`src/pkg/dsp_pkg.sv`:
```
package dsp_pkg;

	////////////////////////////////////////////////////////////////////////
	// Widths
	localparam int ADDR_W = 12;
	localparam int DATA_W = 32;
	localparam int STRB_W = 4;
	localparam int TXN_ADDR_W = 28;
	localparam int NUM_BANKS = 8;
	localparam int BANK_W = 3;
	// Low address bits that pick the critical word
	localparam int CW_BITS = 2;

	////////////////////////////////////////////////////////////////////////
	// Build options
	localparam logic HAS_ACT_BYPASS = 1'b1;
	localparam logic HAS_RD_BYPASS = 1'b1;

	////////////////////////////////////////////////////////////////////////
	// Register map (byte addresses)
	localparam logic [ADDR_W-1:0] CTRL_OFFSET = 12'h028;
	localparam logic [ADDR_W-1:0] STATUS_OFFSET = 12'h040;

	// Control register fields
	localparam int BIT_ACT_BYP_DIS = 10;
	localparam int BIT_RD_BYP_DIS = 9;
	localparam int BIT_COLL_PAGE = 8;
	localparam int BIT_WC_DIS = 7;
	localparam int BIT_PREF_WR = 6;
	localparam int BIT_FORCE_LP_N = 5;
	localparam int BIT_AUTO_PRE = 4;
	localparam int BIT_CLOSE_PAGE = 3;

	localparam logic [DATA_W-1:0] CTRL_RESET = 32'h0000_0000;
	// Writable bits; absent bypass controls stay zero
	localparam logic [DATA_W-1:0] CTRL_WMASK =
		{21'h00_0000, HAS_ACT_BYPASS, HAS_RD_BYPASS, 6'h3F, 3'h0};

	// Status register fields
	localparam int STAT_PRE_LSB = 0;
	localparam int STAT_COLL_BIT = 8;
	localparam int STAT_FORCE_BIT = 9;
	localparam int STAT_SELW_BIT = 10;
	localparam int STAT_CLOSE_BIT = 11;

	////////////////////////////////////////////////////////////////////////
	// Bus phase tracking
	typedef enum logic [1:0] {
		DSP_APB_IDLE,
		DSP_APB_SETUP,
		DSP_APB_ACCESS
	} dsp_apb_e;

endpackage : dsp_pkg

```
`src/hdl/dsp_collision.sv`:
```
`timescale 1ns/1ps
module dsp_collision (
	// Clock and reset
	input wire logic clk_i,
	input wire logic rst_b_i,
	// Incoming transaction
	input wire logic txn_valid_i,
	input wire logic txn_write_i,
	input wire logic [dsp_pkg::TXN_ADDR_W-1:0] txn_addr_i,
	// Policy
	input wire logic wc_disable_i,
	// Result for the current transaction
	output logic collision_o,
	output logic combine_o
);
	import dsp_pkg::*;

	logic last_valid_r;
	logic last_valid_nxt;
	logic last_write_r;
	logic last_write_nxt;
	logic [TXN_ADDR_W-1:0] last_addr_r;
	logic [TXN_ADDR_W-1:0] last_addr_nxt;
	logic same_addr;

	// Critical word bits never separate two accesses
	assign same_addr = last_valid_r &&
		(last_addr_r[TXN_ADDR_W-1:CW_BITS] ==
		txn_addr_i[TXN_ADDR_W-1:CW_BITS]);

	// Classify the pair formed with the previous transaction
	always_comb begin
		collision_o = 1'b0;
		combine_o = 1'b0;
		if (txn_valid_i && same_addr) begin
			if (last_write_r != txn_write_i) begin
				collision_o = 1'b1;
			end else if (txn_write_i) begin
				collision_o = wc_disable_i;
				combine_o = ~wc_disable_i;
			end
		end
	end

	// Remember the last accepted transaction
	always_comb begin
		last_valid_nxt = last_valid_r;
		last_write_nxt = last_write_r;
		last_addr_nxt = last_addr_r;
		if (txn_valid_i) begin
			last_valid_nxt = 1'b1;
			last_write_nxt = txn_write_i;
			last_addr_nxt = txn_addr_i;
		end
	end

	always_ff @(posedge clk_i or negedge rst_b_i) begin
		if (!rst_b_i) begin
			last_valid_r <= 1'b0;
			last_write_r <= 1'b0;
			last_addr_r <= '0;
		end else begin
			last_valid_r <= last_valid_nxt;
			last_write_r <= last_write_nxt;
			last_addr_r <= last_addr_nxt;
		end
	end

endmodule : dsp_collision

```
`src/hdl/dsp_bank_close.sv`:
```
`timescale 1ns/1ps
module dsp_bank_close (
	// Policy
	input wire logic close_page_i,
	// Bank state
	input wire logic [dsp_pkg::NUM_BANKS-1:0] bank_open_i,
	input wire logic [dsp_pkg::NUM_BANKS-1:0] bank_queued_i,
	input wire logic [dsp_pkg::NUM_BANKS-1:0] open_other_i,
	input wire logic [dsp_pkg::NUM_BANKS-1:0] page_timeout_i,
	input wire logic refresh_timeout_i,
	// Explicit precharge requests
	output logic [dsp_pkg::NUM_BANKS-1:0] precharge_o
);
	import dsp_pkg::*;

	// One decision per bank
	genvar b;
	generate
		for (b = 0; b < NUM_BANKS; b++) begin : g_bank
			logic need_close;
			logic idle_close;
			// Closing that is always required
			assign need_close = open_other_i[b] | page_timeout_i[b] |
				refresh_timeout_i;
			// Idle bank closing, held off while work to the page remains
			assign idle_close = close_page_i & ~bank_queued_i[b];
			assign precharge_o[b] = bank_open_i[b] &
				(need_close | idle_close);
		end
	endgenerate

endmodule : dsp_bank_close

```
`src/hdl/dsp_top.sv`:
```
`timescale 1ns/1ps
module dsp_top (
	// Clock and reset
	input wire logic CLK_SYS_I,
	input wire logic RST_B_I,
	// APB slave
	input wire logic PSEL_I,
	input wire logic PENABLE_I,
	input wire logic PWRITE_I,
	input wire logic [dsp_pkg::ADDR_W-1:0] PADDR_I,
	input wire logic [dsp_pkg::DATA_W-1:0] PWDATA_I,
	input wire logic [dsp_pkg::STRB_W-1:0] PSTRB_I,
	output logic [dsp_pkg::DATA_W-1:0] PRDATA_O,
	output logic PREADY_O,
	output logic PSLVERR_O,
	// Incoming transaction
	input wire logic TXN_VALID_I,
	input wire logic TXN_WRITE_I,
	input wire logic TXN_HIPRI_I,
	input wire logic [dsp_pkg::TXN_ADDR_W-1:0] TXN_ADDR_I,
	output logic TXN_HIPRI_O,
	output logic COLLISION_O,
	output logic COMBINE_O,
	// Bypass candidates
	input wire logic RD_HIT_CAND_I,
	input wire logic ACT_CAND_I,
	output logic RD_BYPASS_O,
	output logic ACT_BYPASS_O,
	// Bank selection
	input wire logic [dsp_pkg::NUM_BANKS-1:0] RD_PEND_I,
	input wire logic [dsp_pkg::NUM_BANKS-1:0] WR_PEND_I,
	output logic SEL_VALID_O,
	output logic SEL_WRITE_O,
	output logic [dsp_pkg::BANK_W-1:0] SEL_BANK_O,
	// Column command form
	input wire logic CMD_VALID_I,
	input wire logic CMD_FLUSH_I,
	output logic CMD_AUTOPRE_O,
	// Page closing
	input wire logic AUTO_REFRESH_I,
	input wire logic [dsp_pkg::NUM_BANKS-1:0] BANK_OPEN_I,
	input wire logic [dsp_pkg::NUM_BANKS-1:0] BANK_QUEUED_I,
	input wire logic [dsp_pkg::NUM_BANKS-1:0] OPEN_OTHER_I,
	input wire logic [dsp_pkg::NUM_BANKS-1:0] PAGE_TIMEOUT_I,
	input wire logic REFRESH_TIMEOUT_I,
	output logic [dsp_pkg::NUM_BANKS-1:0] PRECHARGE_O
);
	import dsp_pkg::*;

	////////////////////////////////////////////////////////////////////////
	// Helpers

	// Register select: bit 1 control, bit 0 status
	function automatic logic [1:0] reg_decode(
		input logic [ADDR_W-1:0] addr
	);
		reg_decode = {addr == CTRL_OFFSET, addr == STATUS_OFFSET};
	endfunction : reg_decode

	// Lowest numbered bank with a pending request
	function automatic logic [BANK_W-1:0] first_bank(
		input logic [NUM_BANKS-1:0] pend
	);
		first_bank = '0;
		for (int i = NUM_BANKS - 1; i >= 0; i--) begin
			if (pend[i]) begin
				first_bank = BANK_W'(i);
			end
		end
	endfunction : first_bank

	////////////////////////////////////////////////////////////////////////
	// Declarations

	dsp_apb_e apb_r;
	dsp_apb_e apb_nxt;
	logic [DATA_W-1:0] ctrl_r;
	logic [DATA_W-1:0] ctrl_nxt;
	logic [DATA_W-1:0] prdata_r;
	logic [DATA_W-1:0] prdata_nxt;
	logic [DATA_W-1:0] lane_mask;
	logic [DATA_W-1:0] status_word;
	logic [1:0] dec_now;
	logic bus_setup;
	logic bus_access;

	logic act_byp_dis;
	logic rd_byp_dis;
	logic coll_page;
	logic wc_dis;
	logic pref_wr;
	logic force_lp_n;
	logic auto_pre;
	logic close_page;
	logic close_eff;

	logic coll_now;
	logic comb_now;
	logic [NUM_BANKS-1:0] pre_now;
	logic wr_any;
	logic rd_any;

	logic hipri_r;
	logic hipri_nxt;
	logic coll_r;
	logic coll_nxt;
	logic comb_r;
	logic comb_nxt;
	logic rd_byp_r;
	logic rd_byp_nxt;
	logic act_byp_r;
	logic act_byp_nxt;
	logic sel_valid_r;
	logic sel_valid_nxt;
	logic sel_write_r;
	logic sel_write_nxt;
	logic [BANK_W-1:0] sel_bank_r;
	logic [BANK_W-1:0] sel_bank_nxt;
	logic autopre_r;
	logic autopre_nxt;
	logic [NUM_BANKS-1:0] pre_r;
	logic [NUM_BANKS-1:0] pre_nxt;

	////////////////////////////////////////////////////////////////////////
	// APB slave

	// Phase decode and fields of the control word
	assign bus_setup = PSEL_I & ~PENABLE_I;
	assign bus_access = PSEL_I & PENABLE_I;
	assign dec_now = reg_decode(PADDR_I);
	assign act_byp_dis = ctrl_r[BIT_ACT_BYP_DIS];
	assign rd_byp_dis = ctrl_r[BIT_RD_BYP_DIS];
	assign coll_page = ctrl_r[BIT_COLL_PAGE];
	assign wc_dis = ctrl_r[BIT_WC_DIS];
	assign pref_wr = ctrl_r[BIT_PREF_WR];
	assign force_lp_n = ctrl_r[BIT_FORCE_LP_N];
	assign auto_pre = ctrl_r[BIT_AUTO_PRE];
	assign close_page = ctrl_r[BIT_CLOSE_PAGE];

	// Zero wait states; unmapped addresses answer with an error
	assign PREADY_O = 1'b1;
	assign PSLVERR_O = bus_access & ~(|dec_now);
	assign PRDATA_O = prdata_r;

	// Live scheduler state seen by software
	always_comb begin
		status_word = '0;
		status_word[STAT_PRE_LSB +: NUM_BANKS] = pre_r;
		status_word[STAT_COLL_BIT] = coll_r;
		status_word[STAT_FORCE_BIT] = ~force_lp_n;
		status_word[STAT_SELW_BIT] = sel_write_r;
		status_word[STAT_CLOSE_BIT] = close_eff;
	end

	// Byte lanes that a write may touch
	always_comb begin
		lane_mask = '0;
		for (int l = 0; l < STRB_W; l++) begin
			lane_mask[l*8 +: 8] = {8{PSTRB_I[l]}};
		end
		lane_mask = lane_mask & CTRL_WMASK;
	end

	// Next bus phase, control word and read data
	always_comb begin
		apb_nxt = DSP_APB_IDLE;
		ctrl_nxt = ctrl_r;
		prdata_nxt = prdata_r;
		case (apb_r)
			DSP_APB_IDLE, DSP_APB_ACCESS: begin
				if (bus_setup) begin
					apb_nxt = DSP_APB_SETUP;
				end
			end
			DSP_APB_SETUP: begin
				apb_nxt = bus_access ? DSP_APB_ACCESS : DSP_APB_IDLE;
			end
			default: begin
				apb_nxt = DSP_APB_IDLE;
			end
		endcase
		// Read data is ready by the access phase
		if (bus_setup && !PWRITE_I) begin
			prdata_nxt = '0;
			if (dec_now[1]) begin
				prdata_nxt = ctrl_r & CTRL_WMASK;
			end else if (dec_now[0]) begin
				prdata_nxt = status_word;
			end
		end
		// Writes land on the access edge of a proper transfer only
		if (bus_access && (apb_r == DSP_APB_SETUP) && PWRITE_I &&
			dec_now[1]) begin
			ctrl_nxt = (ctrl_r & ~lane_mask) | (PWDATA_I & lane_mask);
		end
	end

	always_ff @(posedge CLK_SYS_I or negedge RST_B_I) begin
		if (!RST_B_I) begin
			apb_r <= DSP_APB_IDLE;
			ctrl_r <= CTRL_RESET;
			prdata_r <= '0;
		end else begin
			apb_r <= apb_nxt;
			ctrl_r <= ctrl_nxt;
			prdata_r <= prdata_nxt;
		end
	end

	////////////////////////////////////////////////////////////////////////
	// Collision and combining

	dsp_collision u_collision (
		.clk_i(CLK_SYS_I),
		.rst_b_i(RST_B_I),
		.txn_valid_i(TXN_VALID_I),
		.txn_write_i(TXN_WRITE_I),
		.txn_addr_i(TXN_ADDR_I),
		.wc_disable_i(wc_dis),
		.collision_o(coll_now),
		.combine_o(comb_now)
	);

	////////////////////////////////////////////////////////////////////////
	// Page closing

	// Close-page has no meaning under auto-refresh
	assign close_eff = close_page & ~AUTO_REFRESH_I;

	dsp_bank_close u_bank_close (
		.close_page_i(close_eff),
		.bank_open_i(BANK_OPEN_I),
		.bank_queued_i(BANK_QUEUED_I),
		.open_other_i(OPEN_OTHER_I),
		.page_timeout_i(PAGE_TIMEOUT_I),
		.refresh_timeout_i(REFRESH_TIMEOUT_I),
		.precharge_o(pre_now)
	);

	////////////////////////////////////////////////////////////////////////
	// Scheduling decisions

	assign wr_any = |WR_PEND_I;
	assign rd_any = |RD_PEND_I;

	// Next decision values
	always_comb begin
		hipri_nxt = TXN_VALID_I & TXN_HIPRI_I & force_lp_n;
		coll_nxt = coll_now;
		comb_nxt = comb_now;
		// Bypass needs the build option, no disable and no forcing
		rd_byp_nxt = HAS_RD_BYPASS & ~rd_byp_dis & force_lp_n &
			RD_HIT_CAND_I;
		act_byp_nxt = HAS_ACT_BYPASS & ~act_byp_dis & force_lp_n &
			ACT_CAND_I;
		// Writes win when preferred, else only when no read waits
		sel_valid_nxt = wr_any | rd_any;
		sel_write_nxt = wr_any & (pref_wr | ~rd_any);
		sel_bank_nxt = sel_write_nxt ? first_bank(WR_PEND_I) :
			first_bank(RD_PEND_I);
		// Auto-precharge form, never in close-page mode
		autopre_nxt = CMD_VALID_I & auto_pre & ~close_eff &
			~(CMD_FLUSH_I & ~coll_page);
		pre_nxt = pre_now;
	end

	always_ff @(posedge CLK_SYS_I or negedge RST_B_I) begin
		if (!RST_B_I) begin
			hipri_r <= 1'b0;
			coll_r <= 1'b0;
			comb_r <= 1'b0;
			rd_byp_r <= 1'b0;
			act_byp_r <= 1'b0;
			sel_valid_r <= 1'b0;
			sel_write_r <= 1'b0;
			sel_bank_r <= '0;
			autopre_r <= 1'b0;
			pre_r <= '0;
		end else begin
			hipri_r <= hipri_nxt;
			coll_r <= coll_nxt;
			comb_r <= comb_nxt;
			rd_byp_r <= rd_byp_nxt;
			act_byp_r <= act_byp_nxt;
			sel_valid_r <= sel_valid_nxt;
			sel_write_r <= sel_write_nxt;
			sel_bank_r <= sel_bank_nxt;
			autopre_r <= autopre_nxt;
			pre_r <= pre_nxt;
		end
	end

	// Registered decision outputs
	assign TXN_HIPRI_O = hipri_r;
	assign COLLISION_O = coll_r;
	assign COMBINE_O = comb_r;
	assign RD_BYPASS_O = rd_byp_r;
	assign ACT_BYPASS_O = act_byp_r;
	assign SEL_VALID_O = sel_valid_r;
	assign SEL_WRITE_O = sel_write_r;
	assign SEL_BANK_O = sel_bank_r;
	assign CMD_AUTOPRE_O = autopre_r;
	assign PRECHARGE_O = pre_r;

endmodule : dsp_top

```
`config.mk`:
```
export PLATFORM = sky130hd
export DESIGN_NAME = dsp_top
export DESIGN_NICKNAME = d
export VERILOG_FILES = /design/src/pkg/dsp_pkg.sv /design/src/hdl/dsp_collision.sv /design/src/hdl/dsp_bank_close.sv /design/src/hdl/dsp_top.sv
export SDC_FILE = /design/constraint.sdc
export NUM_CORES = 1
export LEC_CHECK = 0
export BUFFER_PORTS_ARGS = -buffer_cell sky130_fd_sc_hd__buf_2
export CORE_MARGIN = 10
export CORE_UTILIZATION = 45
export DETAILED_ROUTE_END_ITERATION = 6
export HOLD_SLACK_MARGIN = 0.1
export PLACE_DENSITY = 0.83
export SLEW_MARGIN = 20
export SYNTH_ARGS = -nofsm -noshare
export SYNTH_HDL_FRONTEND = slang
export SYNTH_SLANG_ARGS = --single-unit
```
`constraint.sdc`:
```
create_clock -name CLK_SYS_I -period 2.6 [get_ports CLK_SYS_I]
set_input_delay 0.65 -clock CLK_SYS_I [delete_from_list [all_inputs] [get_ports CLK_SYS_I]]
set_output_delay 0.65 -clock CLK_SYS_I [all_outputs]
set_load 0.01 [all_outputs]
```
== After elaboration in Yosys (flattened, before gate mapping) ==
Cells that the tools add are included.

* Flip-flop bits (word level): 115
* Bits in latches: 0
* Memory bits (writable): 0
* Memory bits (read-only): 0
* Bits of input ports: 138
* Output and inout bits: 53
* Logic and storage cells: 142
* Memories kept: 0

* $add $sub $neg: 0
* Multipliers: 0
* Div/mod/pow operators: 0
* $lt $le $gt $ge: 0
* Equal/unequal tests: 6
* Shift operators: 0
* Multiplexer cells: 28
* Bitwise logic cells: 80
* Reduce and logical (&&, ||, !) cells: 12

{| class="wikitable"
|+ Operators by type and width
! cell !! count
|-
| $mux 3 || 17
|-
| $and 32x11->32 || 1
|-
| $and 32x32->32 || 1
|-
| $not 11->32 || 1
|-
| $or 32x32->32 || 1
|-
| $and 1x1->1 || 31
|-
| $eq 26x26->1 || 1
|-
| $or 1x1->1 || 26
|-
| $mux 12 || 2
|-
| $not 1->1 || 19
|-
| $reduce_or 8->1 || 2
|-
| $eq 12x6->1 const B || 1
|-
| $eq 12x7->1 const B || 1
|-
| $mux 1 || 7
|-
| $logic_and 1x1->1 || 6
|-
| $pmux 2 s2 || 1
|-
| $reduce_or 2->1 || 2
|-
| $eq 2x1->1 const B || 1
|-
| $eq 2x2->1 const B || 1
|-
| $logic_not 2->1 || 1
|-
| $mux 2 || 1
|-
| $logic_not 1->1 || 1
|-
| $ne 1x1->1 || 1
|}

== Logic depth before layout (Yosys ltp) ==
* Word-level depth: 9
* Depth in mapped cells: 5
* Mapped depth without buffers: 4

== Cells and area by module ==
From an unflattened synthesis, not the netlist that was laid out.

* Cell total of the unflattened synthesis: 298
* Area, all modules: 3399.5 um2

{| class="wikitable"
|+ Modules (own cells, without submodules)
! module !! instances !! cells an instance !! area each (um2) !! seq. area each (um2)
|-
| dsp_top || 1 || 172 || 1874.3 || 1026.0
|-
| dsp_collision || 1 || 109 || 1373.8 || 700.7
|-
| dsp_bank_close || 1 || 17 || 151.4 || 0.0
|}

== Least setup slack after synthesis ==
OpenSTA, ideal clock, no wires.

* Path kind: in2reg
* From: in RD_PEND_I[4] (netlist bit)
* To: reg sel_bank_r[0], in the netlist SEL_BANK_O[0]
* Library setup time: 0.125 ns
* Arrival time: 1.871 ns
* Required time: 2.475 ns
* Setup slack: 0.604 ns
* Stages on the path: 4
* Buffers on the path: 0
* Path through: or4_4 -> nor4b_4 -> o21ai_2 -> mux2_4

* Word-level cells in the longest chain between the ends: 6
* Elaborated cells between the ends (all ways): 10
* Classes of those cells: mux (6); bitwise (3); reduce/logical (1)

{| class="wikitable"
|+ RTL lines
! item !! line !! RTL
|-
| start: declaration || dsp_top.sv:30 || <nowiki>input wire logic [dsp_pkg::NUM_BANKS-1:0] RD_PEND_I,</nowiki>
|-
| $mux 3 (5 in a row) || dsp_top.sv:66 || <nowiki>if (pend[i]) begin</nowiki>
|-
| $mux 3 (*) || dsp_top.sv:259 || <nowiki>sel_bank_nxt = sel_write_nxt ? first_bank(WR_PEND_I) :</nowiki>
|-
| via sel_bank_nxt[0] || dsp_top.sv:118 || <nowiki>logic [BANK_W-1:0] sel_bank_nxt;</nowiki>
|-
| end signal: assignment || dsp_top.sv:287 || <nowiki>sel_bank_r <= sel_bank_nxt;</nowiki>
|-
| end: declaration || dsp_top.sv:117 || <nowiki>logic [BANK_W-1:0] sel_bank_r;</nowiki>
|}

Mark *: on every way through the listed nets, which the timed path passes. The rest lies on a longest branch.
A chain may end at the register's enable or synchronous reset.

== Final worst setup path ==
* From: in PADDR_I[4] (netlist bit)
* To: out PSLVERR_O

* Word-level cells in the longest chain between the ends: 4
* Elaborated cells between the ends (all ways): 5
* Classes of those cells: eq/ne (2); bitwise (2); reduce/logical (1)

{| class="wikitable"
|+ RTL lines
! item !! line !! RTL
|-
| start: declaration || dsp_top.sv:10 || <nowiki>input wire logic [dsp_pkg::ADDR_W-1:0] PADDR_I,</nowiki>
|-
| $eq 12x7->1 or $eq 12x6->1 (tied branches) || dsp_top.sv:57 || <nowiki>reg_decode = {addr == CTRL_OFFSET, addr == STATUS_OFFSET};</nowiki>
|-
| $reduce_or 2->1 (*) || dsp_top.sv:142 || <nowiki>assign PSLVERR_O = bus_access & ~(|dec_now);</nowiki>
|-
| $not 1->1 (*) || dsp_top.sv:142 ||
|-
| $and 1x1->1 (*) || dsp_top.sv:142 ||
|-
| end: declaration || dsp_top.sv:15 || <nowiki>output logic PSLVERR_O,</nowiki>
|}

Every way passes the cells marked *; elsewhere a longest branch is shown, timed or not.

==> results.yml <==
drt:
  drtAntennaViolNets: 0
  drcViolationCount: 0
  first_pass_iters: 4
  wl_um: 8920
  avgViaCountPerCell: 4.93
  drt_iter0_markers: 68
  dr_total_vias: 2594
  wl_per_cell_um: 17.0
setup_path:
  endpoint_kind: "primary output"
  cpMostUsedCell: "buf_2"
  cp_slowest_stage_delay_ns: 0.39
  crit_slowest_cell: "nor4_1"
  critical_path.top_delay_family: "simple AND/OR/NAND/NOR gates"
  critPathKind: "input port to primary output"
  worstPathArrival_ns: 1.48
  critPathRequiredTime_ns: 1.95
  critPathLaunchType: "input port"
  cp_max_fo: 3
  worstPathCellList: "buf_2 -> nor4_1 -> a41oi_1 -> buf_2"
  critPathBufInv: 2
global_route:
  grt_start_max_net_pins: 70
  grt_pass1_wl_um: 14400
  grt_usage_pct: 15.9
  antenna_found_initial: 0
  globalRouteOverflowTotal: 0
  first_global_vias: 3009
logic_synthesis:
  async_flop_share_pct: 100
  synth-seq-area-share_pct: 52.4
  synth_edf_count: 0
  synth_cell_types: 37
  synthTopCellsByArea: "dfrtp_1, mux2_2, xor2_1"
  yosys_warnings: 0
  synth_flop_cell: "dfrtp_1"
  syn_inst: 276
  ys_ff_latch: 69
  synth_common_cells: "dfrtp_1, mux2_2, xor2_1, buf_4, nor2_1"
  syn-cell-area_um2: 3300
  synth_area_per_cell_um2: 11.9
  synth.top_cell.area_share_pct: 52.4
  yosysMostFrequentCell: "dfrtp_1"
  netlist.top_cell.by_area: "dfrtp_1"
layout:
  final-seq-area_um2: 1730
  drive_gt1_share_pct: 46.8
  fill_cells: 635
  utilization_pct: 59.1
  multi_input_area_um2: 1430
  diodes: 0
  syn_to_final_growth_pct: 28.7
  nNetsFinal: 560
clocking:
  cts_tree: "yes"
  root_buffer: "clkbuf_8"
  post_cts_resize_count: 0
  postCtsSetupBuffers: 0
  clk_pin_slew_worst_paths_ns: 0.08
  clock_latency_ns: 0.33
  cts-hold-fix-buffers: 0
  cts.sinks: 69
  htreeDepth: 3
  cts_buffers: 9
  clock_path_buffers: 2
floorplan:
  die_h_um: 106
  fp.coreArea_um2: 7180
  initial_core_util_pct: 45.9
  row_count: 31
  ios: 191
  dieWidth_um: 106
  fp.dieArea_um2: 11200
timing:
  fin_tns_setup_ns: 0
  tightestPinTransition_ns: 0.650
  hold_violations: 0
  slew_violations: 0
  setup_viol: 0
  period_minus_slack_ns: 2.13
  relSlewSlack_pct: 56.2
  max_freq_ghz: 0.470
  fin_crit_sh_pct: 81.8
  rsz0062_at_grt: "false"
  fin_skew_ns: 0.00770
power_and_ir_drop:
  peakVddDrop_v: 0.000238
  leakagePower_nw: 2.16
  cellPowerDensity_nw_per_um2: 545
  power_mw: 2.31
flow_run:
  maxCapViolations: 0
placed_design:
  place.gp.congestion: 0.818
  dp_hpwl_um: 7190
  io_buffers: 141
worst_hold_path:
  hp-class: "input port to async pin"
run_status:
  outcome: "finished, final reports clean"
cells by family (layout without fill, tap and decap cells):
kind of cell / after synthesis / after routing / synth area share (%)
and+or+nand+nor: 74 / 74 / 12.6
DFF: 69 / 69 / 52.4
muxes: 37 / 37 / 12.7
AOI/OAI and AO/OA: 34 / 34 / 8.84
buffers and inverters: 34 / 166 / 6.34
xor gates and xnor gates: 26 / 26 / 6.91
other: 2 / 21 / 0.228
worst reg2reg max path: stages (launching register included):
cell and delay, ns:
dfrtp_1 0.37, nor3b_1 0.31, nand4_1 0.38, mux2_2 0.39
report_power, final:
part	internal [mW]	total [mW]	switching, mW
combinational	0.153	0.300	0.147
sequential	1.13	1.16	0.0339
clock	0.467	0.851	0.384
layout make-up:
type                       count  share of cell area [%]
clock buffer                  12                    3.42
multi-input combinational    192                    33.8
inverter                       5                   0.442
sequential                    69                    40.7
clock inverter                 4                    1.12
timing repair buffer         145                    17.6
tap                           99                    2.92
metrics by stage:
stage          area (µm²)  hold WS, ns  worst slack, ns  std cells
2_1_floorplan        3370        0.354            0.604        295
3_3_place_gp         4050        0.410            0.320        510
3_5_place_dp         4050        0.423            0.302        510
4_1_cts              4240        0.335            0.467        526
5_1_grt              4240        0.347            0.409        526
6_report             4240        0.328            0.474        526
per-layer routing:
metal  track usage (%)  share of wire [%]  vias up
li1                  -                  -     1238
met1              16.3                 37     1261
met2              29.4                 55       77
met3              3.96                5.2       18
met4              7.64                2.5        0
met5                 0                  0        -
path summary, 6_finish.rpt:
kind | from | endpoint | slack, ns | depth (start not counted)
max in group asynchronous | RST_B_I | SEL_BANK_O[1] | 1.98 | 2
max reg2reg | apb_r[1] | flop | 1.04 | 3
max | PADDR_I[4] | PSLVERR_O | 0.47 | 4
min reg2reg | apb_r[0] | apb_r[0] | 0.44 | 1
min | RST_B_I | apb_r[0] | 0.33 | 2
min in group CLK_SYS_I | apb_r[0] | apb_r[0] | 0.44 | 1
placed cells by master, fill, tap and decap left out, drive strengths merged, types with 8 or more instances in the layout:
cell type	instances
nor2	19
o41a	8
dfrtp	69
mux2	36
buf	145
a221o	8
nor4	10
conb	21
clkbuf	12
and2	8
xor2	26
(Power assumes the default switching activity.)
